## src/logic/write_wait_refetch_params.svh

```systemverilog
// Register offsets, field positions, reset values and address bounds of the write-wait block.
`ifndef WRITE_WAIT_REFETCH_PARAMS_SVH
`define WRITE_WAIT_REFETCH_PARAMS_SVH

// ----------------------------------------------------------------------------
// Register byte offsets on the APB slave
// ----------------------------------------------------------------------------
`define WWR_OFS_PHYS_WR_CTRL 12'h000
`define WWR_OFS_REFETCH_CTRL 12'h004
`define WWR_OFS_STATUS 12'h008

// ----------------------------------------------------------------------------
// Field positions and widths
// ----------------------------------------------------------------------------
`define WWR_AREA_CNT 8
`define WWR_AREA_MSB 28
`define WWR_AREA_LSB 26
`define WWR_INH_WIDTH 5
`define WWR_INH_MAPPED_IC 0
`define WWR_INH_MAPPED_TLB 1
`define WWR_INH_TLB_LOAD 2
`define WWR_INH_PERIPH_WIN 3
`define WWR_INH_REG_GROUP_B 4
`define WWR_STAT_HOLD_BIT 8
`define WWR_PEND_CNT_W 3

// ----------------------------------------------------------------------------
// Reset values
// ----------------------------------------------------------------------------
`define WWR_RST_PHYS_WR_CTRL 8'h00
`define WWR_RST_REFETCH_CTRL 5'h00

// ----------------------------------------------------------------------------
// Control address window whose register writes may force a re-fetch
// ----------------------------------------------------------------------------
`define WWR_WIN_LO 32'hFF200000
`define WWR_WIN_HI 32'hFF2FFFFF

`endif

```

## src/logic/write_wait_refetch_pkg.sv

```systemverilog
// Types shared by the write-wait and re-fetch control block.
package write_wait_refetch_pkg;

	// Resource-change events reported by the CPU pipeline, each a one-cycle pulse.
	typedef struct packed {
		logic reg_group_b_wr;
		logic win_wr;
		logic [31:0] win_addr;
		logic tlb_load;
		logic mapped_tlb_wr;
		logic mapped_icache_wr;
	} refetch_evt_t;

	// A buffered write as issued or retired by the bus interface.
	typedef struct packed {
		logic issue;
		logic bypass;
		logic [31:0] addr;
		logic done;
		logic [2:0] done_area;
	} buf_write_t;

endpackage : write_wait_refetch_pkg

```

## src/logic/write_wait_refetch_ctrl.sv

```systemverilog
// Write-wait and instruction re-fetch inhibit control registers with their APB slave.
//
// Summary of operation
// - Eight write-wait bits, uncached or write-through writes only.
// - Bit clear: next access does not wait.
// - Bit set: next access waits for write.
// - Bit 7 control area, bits 6-0 areas.
// - After reset every covered change forces re-fetch.
// - Inhibit 0 re-fetches, inhibit 1 suppresses it.
// - Bit 4 covers five control register writes.
// - Bit 3 covers control window register writes.
// - Bit 2 covers TLB load instruction execution.
// - Bit 1 covers mapped TLB writes when translating.
// - Bit 0 covers mapped icache writes when enabled.
// - Mapping enable off 0, on 1, qualifies bit 1.
//
// Register access over APB and the register addresses were left to the implementer.
`timescale 1ns/1ps
`include "write_wait_refetch_params.svh"

module write_wait_refetch_ctrl (
	// Clock and reset
	input wire logic CLK_I,
	input wire logic SYS_RST_I,
	// APB slave
	input wire logic PSEL_I,
	input wire logic PENABLE_I,
	input wire logic PWRITE_I,
	input wire logic [11:0] PADDR_I,
	input wire logic [31:0] PWDATA_I,
	input wire logic [3:0] PSTRB_I,
	output logic PREADY_O,
	output logic [31:0] PRDATA_O,
	output logic PSLVERR_O,
	// Bus interface side
	input wire write_wait_refetch_pkg::buf_write_t BUF_WR_I,
	output logic BUS_HOLD_O,
	// Fetch pipeline side
	input wire write_wait_refetch_pkg::refetch_evt_t REFETCH_EVT_I,
	input wire logic VIRT_MAPPING_ON_I,
	input wire logic ICACHE_ENABLE_I,
	output logic REFETCH_O,
	output logic [4:0] REFETCH_CAUSE_O
);

	// ------------------------------------------------------------------------
	// Address decode
	// ------------------------------------------------------------------------
	function automatic logic [1:0] reg_sel(input logic [11:0] addr);
		if (addr == `WWR_OFS_PHYS_WR_CTRL) begin
			reg_sel = 2'h1;
		end else if (addr == `WWR_OFS_REFETCH_CTRL) begin
			reg_sel = 2'h2;
		end else if (addr == `WWR_OFS_STATUS) begin
			reg_sel = 2'h3;
		end else begin
			reg_sel = 2'h0;
		end
	endfunction : reg_sel

	function automatic logic in_window(input logic [31:0] addr);
		in_window = (addr >= `WWR_WIN_LO) && (addr <= `WWR_WIN_HI);
	endfunction : in_window

	// ------------------------------------------------------------------------
	// State
	// ------------------------------------------------------------------------
	logic [7:0] area_write_wait_ff;
	logic [7:0] nxt_area_write_wait;
	logic [4:0] inhibit_ff;
	logic [4:0] nxt_inhibit;
	logic pready_ff;
	logic nxt_pready;
	logic [31:0] prdata_ff;
	logic [31:0] nxt_prdata;
	logic pslverr_ff;
	logic nxt_pslverr;
	logic hold_ff;
	logic nxt_hold;
	logic refetch_ff;
	logic nxt_refetch;
	logic [4:0] cause_ff;
	logic [4:0] nxt_cause;
	logic [7:0] pending;
	logic [`WWR_PEND_CNT_W-1:0] pend_cnt_ff [`WWR_AREA_CNT];
	logic [`WWR_PEND_CNT_W-1:0] nxt_pend_cnt [`WWR_AREA_CNT];

	logic setup_phase;
	logic wr_commit;
	logic [1:0] sel_setup;
	logic [1:0] sel_access;
	logic [2:0] issue_area;
	logic issue_tracked;

	assign setup_phase = PSEL_I && !PENABLE_I;
	assign sel_setup = reg_sel(PADDR_I);
	assign sel_access = reg_sel(PADDR_I);
	// A write lands only at the edge where the access phase sees pready high.
	assign wr_commit = PSEL_I && PENABLE_I && pready_ff && PWRITE_I && !pslverr_ff;
	assign issue_area = BUF_WR_I.addr[`WWR_AREA_MSB:`WWR_AREA_LSB];
	// Copy-back writes never make the next access wait.
	assign issue_tracked = BUF_WR_I.issue && BUF_WR_I.bypass;

	// ------------------------------------------------------------------------
	// APB slave and register file
	// ------------------------------------------------------------------------
	always_comb begin
		nxt_area_write_wait = area_write_wait_ff;
		nxt_inhibit = inhibit_ff;
		nxt_pready = 1'b0;
		nxt_prdata = prdata_ff;
		nxt_pslverr = 1'b0;
		if (setup_phase) begin
			// One wait-free answer: pready rises in the first access cycle.
			nxt_pready = 1'b1;
			nxt_pslverr = (sel_setup == 2'h0) || (PWRITE_I && sel_setup == 2'h3);
			nxt_prdata = 32'h00000000;
			if (!PWRITE_I) begin
				if (sel_setup == 2'h1) begin
					nxt_prdata = {24'h000000, area_write_wait_ff};
				end else if (sel_setup == 2'h2) begin
					nxt_prdata = {27'h0000000, inhibit_ff};
				end else if (sel_setup == 2'h3) begin
					nxt_prdata = {23'h000000, hold_ff, pending};
				end
			end
		end else if (PSEL_I && PENABLE_I && !pready_ff) begin
			nxt_pready = 1'b1;
			nxt_pslverr = pslverr_ff;
		end
		// Only the low byte lane carries writable bits.
		if (wr_commit && PSTRB_I[0]) begin
			if (sel_access == 2'h1) begin
				nxt_area_write_wait = PWDATA_I[7:0];
			end else if (sel_access == 2'h2) begin
				nxt_inhibit = PWDATA_I[4:0];
			end
		end
	end

	always_ff @(posedge CLK_I) begin
		if (SYS_RST_I) begin
			area_write_wait_ff <= `WWR_RST_PHYS_WR_CTRL;
			inhibit_ff <= `WWR_RST_REFETCH_CTRL;
			pready_ff <= 1'b0;
			prdata_ff <= 32'h00000000;
			pslverr_ff <= 1'b0;
		end else begin
			area_write_wait_ff <= nxt_area_write_wait;
			inhibit_ff <= nxt_inhibit;
			pready_ff <= nxt_pready;
			prdata_ff <= nxt_prdata;
			pslverr_ff <= nxt_pslverr;
		end
	end

	// ------------------------------------------------------------------------
	// Outstanding buffered writes per 64-Mbyte area
	// ------------------------------------------------------------------------
	// A counter rather than a flag keeps two overlapping writes to one area
	// from releasing the hold when only the first has retired.
	genvar g;
	generate
		for (g = 0; g < `WWR_AREA_CNT; g++) begin : g_area
			logic inc;
			logic dec;
			assign inc = issue_tracked && (issue_area == 3'(g));
			assign dec = BUF_WR_I.done && (BUF_WR_I.done_area == 3'(g))
				&& (pend_cnt_ff[g] != 3'h0);
			always_comb begin
				nxt_pend_cnt[g] = pend_cnt_ff[g];
				if (inc && !dec) begin
					nxt_pend_cnt[g] = pend_cnt_ff[g] + 3'h1;
				end else if (dec && !inc) begin
					nxt_pend_cnt[g] = pend_cnt_ff[g] - 3'h1;
				end
			end
			always_ff @(posedge CLK_I) begin
				if (SYS_RST_I) begin
					pend_cnt_ff[g] <= 3'h0;
				end else begin
					pend_cnt_ff[g] <= nxt_pend_cnt[g];
				end
			end
			assign pending[g] = (pend_cnt_ff[g] != 3'h0);
		end
	endgenerate

	// ------------------------------------------------------------------------
	// Bus hold towards the bus interface
	// ------------------------------------------------------------------------
	always_comb begin
		nxt_hold = 1'b0;
		for (int i = 0; i < `WWR_AREA_CNT; i++) begin
			// Waited areas hold the next access; unwaited ones never do.
			if ((nxt_pend_cnt[i] != 3'h0) && nxt_area_write_wait[i]) begin
				nxt_hold = 1'b1;
			end
		end
		// An area with its bit clear contributes nothing to the hold.
	end

	always_ff @(posedge CLK_I) begin
		if (SYS_RST_I) begin
			hold_ff <= 1'b0;
		end else begin
			hold_ff <= nxt_hold;
		end
	end

	// ------------------------------------------------------------------------
	// Re-fetch request towards the fetch pipeline
	// ------------------------------------------------------------------------
	logic [4:0] change;
	logic phys_wr_ctrl_commit;

	// A write to the physical space write control register is one of the five
	// group registers, so it raises the group event by itself.
	assign phys_wr_ctrl_commit = wr_commit && (sel_access == 2'h1);

	always_comb begin
		change = 5'h00;
		change[`WWR_INH_REG_GROUP_B] = REFETCH_EVT_I.reg_group_b_wr
			|| phys_wr_ctrl_commit;
		change[`WWR_INH_PERIPH_WIN] = REFETCH_EVT_I.win_wr
			&& in_window(REFETCH_EVT_I.win_addr);
		change[`WWR_INH_TLB_LOAD] = REFETCH_EVT_I.tlb_load;
		change[`WWR_INH_MAPPED_TLB] = REFETCH_EVT_I.mapped_tlb_wr
			&& VIRT_MAPPING_ON_I;
		change[`WWR_INH_MAPPED_IC] = REFETCH_EVT_I.mapped_icache_wr
			&& ICACHE_ENABLE_I;
		nxt_cause = change & ~inhibit_ff;
		nxt_refetch = |nxt_cause;
	end

	always_ff @(posedge CLK_I) begin
		if (SYS_RST_I) begin
			refetch_ff <= 1'b0;
			cause_ff <= 5'h00;
		end else begin
			refetch_ff <= nxt_refetch;
			cause_ff <= nxt_cause;
		end
	end

	// ------------------------------------------------------------------------
	// Outputs
	// ------------------------------------------------------------------------
	assign PREADY_O = pready_ff;
	assign PRDATA_O = prdata_ff;
	assign PSLVERR_O = pslverr_ff;
	assign BUS_HOLD_O = hold_ff;
	assign REFETCH_O = refetch_ff;
	assign REFETCH_CAUSE_O = cause_ff;

endmodule : write_wait_refetch_ctrl

```

## config.mk

```make
export PLATFORM = sky130hd
export DESIGN_NAME = write_wait_refetch_ctrl
export DESIGN_NICKNAME = d
export VERILOG_FILES = /design/src/logic/write_wait_refetch_pkg.sv /design/src/logic/write_wait_refetch_ctrl.sv
export VERILOG_INCLUDE_DIRS = /design/src /design/src/logic
export SDC_FILE = /design/constraint.sdc
export NUM_CORES = 1
export LEC_CHECK = 0
export BUFFER_PORTS_ARGS = -buffer_cell sky130_fd_sc_hd__buf_2
export CELL_PAD_IN_SITES_DETAIL_PLACEMENT = 1
export CELL_PAD_IN_SITES_GLOBAL_PLACEMENT = 2
export CORE_AREA = 2 2 127 129
export DETAILED_ROUTE_END_ITERATION = 7
export DIE_AREA = 0 0 129 131
export PLACE_DENSITY = 0.84
export SETUP_SLACK_MARGIN = 0.1
export SYNTH_ARGS = -nofsm -noshare
export SYNTH_HDL_FRONTEND = slang
export SYNTH_SLANG_ARGS = --single-unit
```

## constraint.sdc

```tcl
create_clock -name CLK_I -period 2 [get_ports CLK_I]
set_input_delay 0.2 -clock CLK_I [delete_from_list [all_inputs] [get_ports CLK_I]]
set_output_delay 0.2 -clock CLK_I [all_outputs]
set_load 0.01 [all_outputs]
```

==> impl_metrics.json, run 1 <==
{
  "outcome": "complete, but fails checks",
  "violations": "setup timing",
  "cts_tree": "done",
  "ys_ff_latch": 55,
  "reg2reg_depth": 10,
  "synth_top_family_by_area": "simple AND/OR/NAND/NOR gates",
  "endpoint_kind": "flip-flop",
  "synth_edf_count": 0,
  "yosys.area_share.simple": 0.237,
  "power_frac_seq": 0.343,
  "comb_power_share": 0.359,
  "multi_input_area_sq_um": 2340,
  "place_inst": 779,
  "synth_area_sq_um": 3530,
  "max-vdd-ir-drop_v": 0.000346,
  "grt_max_degree": 29,
  "grt_pass1_vias": 3675,
  "synth_seq_area_share": 0.312,
  "nNetsFinal": 729,
  "required_ps": 2220,
  "initial_core_util": 0.226,
  "final_cells": 792,
  "n_antenna_cell": 0,
  "ys.flop_type": "dfxtp_1",
  "hold_path_class": "input port to flip-flop",
  "synth_top_area_share": 0.312,
  "seq_area_sq_um": 1110,
  "slew_viol_final": 0,
  "synthDistinctLibCells": 58,
  "drive_gt1_frac": 0.380,
  "rows": 46,
  "crit_type": "flip-flop to flip-flop",
  "grt-ovfl-total": 0,
  "rsz0062_at_grt": "true",
  "path_max_fanout": 6,
  "p_int_w": 0.00243,
  "synth_fa_ha_area_frac": 0.0851,
  "postRouteAntennaNets": 0,
  "cts_inserted_buffers": 5,
  "drv_cap": 0,
  "drt_wl_total_microns": 11500,
  "globalplace.congestion": 0.783,
  "p_per_area_nw_per_um2": 704,
  "maxSlewHeadroom": 0.578,
  "fin_crit_ps": 2090,
  "max_freq_ghz": 0.479,
  "clk_pin_slew_ps": 70,
  "gr-usage-all-layers": 0.131,
  "yosysMostFrequentCell": "nor2_1",
  "fin_util": 0.324,
  "ios": 171,
  "synth_top_area_cell": "dfxtp_1",
  "vias": 3478,
  "synth-compound-area-share": 0.169,
  "cts_hold_buf": 0,
  "fin_worst_skew_ps": 3.24,
  "vias_per_cell": 4.39,
  "antenna_found_initial": 1,
  "setup_viol": 2,
  "cts_sinks": 55,
  "wl_per_cell_microns": 14.5,
  "dp_hpwl_microns": 9100,
  "critPathArrivalTime_ps": 2310,
  "timing.hold.ws_ps": 160,
  "syn_to_final_growth_pct": 43.5,
  "fin_area_sq_um": 5060,
  "cts-htree-levels": 2,
  "ys_top_cells_by_area": "dfxtp_1 31%, ha_1 8.5%, mux2i_1 7.1%, nor2_1 6.3%, buf_4 4.9%",
  "pwr-share-clk": 0.298,
  "dieArea_sq_um": 16900,
  "p_sw_frac": 0.316,
  "fill_cells": 1857,
  "die_w_microns": 129,
  "dr.pass1.iters": 4,
  "die_y_microns": 131,
  "setup_ws_ps": -88.6,
  "finalCritPeriodShare": 1.04,
  "place_area_sq_um": 4680,
  "finalHoldViolations": 0,
  "synth_commonest_cells": "59 x nor2_1, 55 x dfxtp_1, 32 x nand2_1, 26 x inv_1, 25 x mux2i_1",
  "tightest_slew_ps": 633,
  "p_total_w": 0.00356,
  "drt_iter0_drc": 125,
  "root_buffer": "clkbuf_16",
  "yosys_warnings": 0,
  "io_buffers": 71,
  "ctsLongestPathBuffers": 2,
  "hold_depth": 3,
  "grt_first_pass_wirelength_microns": 17600,
  "synth_xor_area_frac": 0.0323,
  "drc": 0,
  "start_kind": "flip-flop",
  "synthCells": 416,
  "cellLeakagePower_nw": 2.20,
  "switchingPower_w": 0.00113,
  "synthMuxAreaShare": 0.0709,
  "syn_area_per_cell_sq_um": 8.48,
  "core_area_sq_um": 15600,
  "clkLatencyLatePin_ps": 300,
  "async_flop_share": 0
}
-- layout make-up --
type	count	share of cell area
multi-input cells	324	0.462
flip-flops and latches	55	0.219
repair buffers	163	0.211
well taps	216	0.0534
clock buffers	6	0.0274
inverters	26	0.0193
clock inverters	2	0.00766
-- worst max-delay path, cell delays in order (launching register included) --
cell,delay [ps]
dfxtp_2,330
inv_1,50
ha_1,190
nor2b_4,140
nor4b_4,340
or2_1,220
buf_6,140
o21ai_0,70
a32oi_1,240
o21bai_2,130
a41oi_2,170
-- worst paths after layout --
| check | from | end | slack [ps] |
|---|---|---|---|
| min | VIRT_MAPPING_ON_I | REFETCH_CAUSE_O[1] | 160 |
| min reg2reg | inhibit_ff[4] | REFETCH_CAUSE_O[4] | 500 |
| max reg2reg | pend_cnt_ff[1][3] | BUS_HOLD_O | -90 |
| max | pend_cnt_ff[1][3] | BUS_HOLD_O | -90 |
-- cell usage in the layout (no fill, tap or decap), types with 3 or more instances in the layout --
master     synthesis  layout
nand4b_1           3       3
mux2i_1           25      20
and4bb_2           3       3
a211o_1            3       3
a32o_1             4       4
buf_6              1       3
nor3_1             7       7
conb_1             1      23
inv_1             26      24
nor2b_4            0       3
buf_2              0      71
clkbuf_16          0       5
nor2_1            59      59
a22oi_1            8       7
a21oi_1           15      13
ha_1              24      22
mux2i_4            0       3
nand2_1           32      32
a21oi_2            3       5
a311oi_1           5       5
xnor2_1           10       9
nand2b_1          14      14
nor2b_1           10       6
o21ai_0            9       7
dfxtp_1           55      49
dfxtp_2            0       6
o22ai_1            7       5
o211ai_1           5       5
xor2_1             3       3
buf_4             23      88
nand3_1            6       6
a211oi_1          10      10
-- what timing repair did --
| item | CTS | global route |
|---|---|---|
| endpoints found under the hold margin | 0 | 0 |
| endpoints found under the setup margin | 4 | 7 |
| pin swaps | 13 | 6 |
| setup buffers | 4 | 1 |
| resized for setup | 32 | 11 |
-- layer usage --
metal  GRT usage  vias up  share of wire
met2       0.261       90           0.53
met1       0.138     1654           0.40
met3      0.0297       14          0.056
li1            -     1720              -
met4      0.0358        0          0.016
met5           0        -              0
-- stage by stage --
step | setup TNS [ps] | setup slack [ps]
2_1_floorplan | -225 | -225
3_3_place_gp | -176 | -176
3_5_place_dp | -241 | -241
4_1_cts | -73.3 | -73.3
5_1_grt | -415 | -232
6_report | -95.0 | -88.6
-- power groups by stage --
stage               combinational (W)  sequential, W  clock (W)
finish                        0.00128        0.00122    0.00106
global route                  0.00140        0.00123    0.00113
CTS                           0.00126        0.00122    0.00109
detailed placement            0.00119        0.00124          0
global placement              0.00111        0.00123          0
floorplan                    0.000638        0.00126          0
-- state kept, by name, summed over array words and instances (netlist names) --
| register | count |
|---|---|
| PSLVERR_O | 1 |
| BUS_HOLD_O | 1 |
| REFETCH_CAUSE_O | 5 |
| PREADY_O | 1 |
| area_write_wait_ff | 8 |
| pend_cnt_ff | 24 |
| PRDATA_O | 9 |
| REFETCH_O | 1 |
| inhibit_ff | 5 |
-- logic make-up (layout without fill, tap and decap cells) --
family                   after synthesis  in the layout
AND/OR/NAND/NOR                      158            158
AO/OA/AOI/OAI                         81             81
buffers and inverters                 59            197
flip-flops                            55             55
multiplexers                          25             25
adder cells (fa/ha/maj)               24             24
XOR/XNOR                              13             13
other                                  1             23
Power figures use the tool's default switching activity.
==> run 2, diff against run 1 <==
Settings changed: CORE_AREA 2 2 127 129 to 2 2 163 101, DIE_AREA 0 0 129 131 to 0 0 165 103.
==> impl_metrics.json, run 2 (synthesis results as in run 1) <==
{
  "postRouteAntennaNets": 0,
  "maxSlewHeadroom": 0.606,
  "fin_crit_ps": 2140,
  "cts_inserted_buffers": 5,
  "io_buffers": 71,
  "max-vdd-ir-drop_v": 0.000287,
  "critPathArrivalTime_ps": 2320,
  "fill_cells": 1902,
  "place_inst": 782,
  "drive_gt1_frac": 0.390,
  "n_antenna_cell": 0,
  "rsz0062_at_grt": "true",
  "gr-usage-all-layers": 0.133,
  "ios": 171,
  "setup_ws_ps": -144,
  "slowest_delay_ps": 360,
  "drv_cap": 0,
  "nNetsFinal": 737,
  "cp_top_family": "compound AO/OA/AOI/OAI gates",
  "syn_to_final_growth_pct": 43.9,
  "antenna_found_initial": 0,
  "finalHoldViolations": 0,
  "largest_register": "pend_cnt_ff",
  "final_cell_mix": "96 x buf_4, 71 x buf_2, 56 x nor2_1",
  "cellLeakagePower_nw": 2.22,
  "power_frac_seq": 0.354,
  "globalplace.congestion": 0.782,
  "tightest_slew_ps": 592,
  "drt_wl_total_microns": 11500,
  "comb_power_share": 0.370,
  "grt_max_degree": 27,
  "cts_hold_buf": 0,
  "clkLatencyLatePin_ps": 300,
  "grt_first_pass_wirelength_microns": 17900,
  "switchingPower_w": 0.00115,
  "core_area_sq_um": 15700,
  "dp_hpwl_microns": 9260,
  "crit_type": "flip-flop to flip-flop",
  "place_area_sq_um": 4750,
  "drt_iter0_drc": 109,
  "endpoint_kind": "flip-flop",
  "p_sw_frac": 0.334,
  "path_buf_inv": 2,
  "ctsLongestPathBuffers": 2,
  "initial_core_util": 0.224,
  "cp_cell_sequence": "inv_1 > ha_2 > nor2b_2 > or3_4 > buf_4 > xnor2_4 > o21ai_0 > o21ai_1 > o21bai_1 > a41oi_2",
  "finalCritPeriodShare": 1.07,
  "largest_reg_flops": 24,
  "cts-htree-levels": 2,
  "hold_path_class": "input port to flip-flop",
  "clk_pin_slew_ps": 80,
  "fin_area_sq_um": 5070,
  "die_w_microns": 165,
  "dieArea_sq_um": 17000,
  "fin_util": 0.323,
  "grt_pass1_vias": 3634,
  "outcome": "complete, but fails checks",
  "final_common_cell": "buf_4",
  "cts_tree": "done",
  "vias_per_cell": 4.39,
  "p_per_area_nw_per_um2": 676,
  "cts_sinks": 55,
  "required_ps": 2170,
  "setup_viol": 1,
  "rows": 36,
  "path_max_fanout": 4,
  "vias": 3481,
  "wl_per_cell_microns": 14.5,
  "max_freq_ghz": 0.466,
  "grt-ovfl-total": 0,
  "final_cells": 793,
  "pwr-share-clk": 0.276,
  "die_y_microns": 103,
  "violations": "setup timing",
  "dr.pass1.iters": 4,
  "critPathSlowestCell": "or3_4",
  "drc": 0,
  "p_int_w": 0.00228,
  "start_kind": "flip-flop",
  "slew_viol_final": 0,
  "place_ws_ps": -306,
  "fin_worst_skew_ps": 10.3,
  "root_buffer": "clkbuf_16"
}
run 2: cell count changes in the layout (fill, tap and decap cells not counted), sizes merged:
cell      change
clkinv        +1
bufinv        -1
buf           +8
clkinvlp      +1
clkbuf        -1
run 2: final timing paths:
check,slack [ps],startpoint,depth (start not counted),endpoint
setup / recovery,-140,pend_cnt_ff[1][9],10,BUS_HOLD_O
hold / removal,150,VIRT_MAPPING_ON_I,3,REFETCH_CAUSE_O[1]
setup reg to reg,-140,pend_cnt_ff[1][9],10,BUS_HOLD_O
hold reg to reg,500,inhibit_ff[1],1,REFETCH_CAUSE_O[1]
run 2: power groups by stage:
| stage | sequential, W | combinational [W] | clock, W |
|---|---|---|---|
| 6_report | 0.00121 | 0.00127 | 0.000947 |
| 5_1_grt | 0.00122 | 0.00141 | 0.00101 |
| 4_1_cts | 0.00121 | 0.00122 | 0.000964 |
| 3_5_place_dp | 0.00123 | 0.00120 | 0 |
| 3_3_place_gp | 0.00123 | 0.00114 | 0 |
| 2_1_floorplan | 0.00126 | 0.000638 | 0 |
run 2: layer usage:
metal	up-vias	global-route usage	part of all wire
met5	-	0	0
met4	0	0.0201	0.0061
met3	8	0.0286	0.035
met2	43	0.243	0.50
met1	1686	0.167	0.46
li1	1744	-	-
run 2: metrics by stage:
step | power, W | hold WS (ps) | setup TNS, ps
final | 0.00343 | 146 | -144
after CTS | 0.00339 | 143 | -155
after floorplan | 0.00190 | 290 | -225
after global routing | 0.00365 | 156 | -288
after detailed placement | 0.00244 | 472 | -337
after global placement | 0.00237 | 457 | -200
run 2: what timing repair did:
| item | CTS | global route |
|---|---|---|
| setup endpoints to repair | 4 | 12 |
| setup buffers | 2 | 3 |
| gates resized for setup | 10 | 31 |
| pin swaps | 2 | 12 |
run 2: area by class of cell:
class,count,area [sq um],share of cell area
clock inverter,3,27.5,0.00542
tap,209,262,0.0515
sequential,55,1110,0.219
timing repair buffer,171,1130,0.223
inverter,26,97.6,0.0192
multi-input combinational,324,2320,0.458
clock buffer,5,125,0.0247
run 2: tightest hold or removal path, stage by stage:
cell,delay [ps]
buf_2,100
nand2_1,70
nor3_1,40
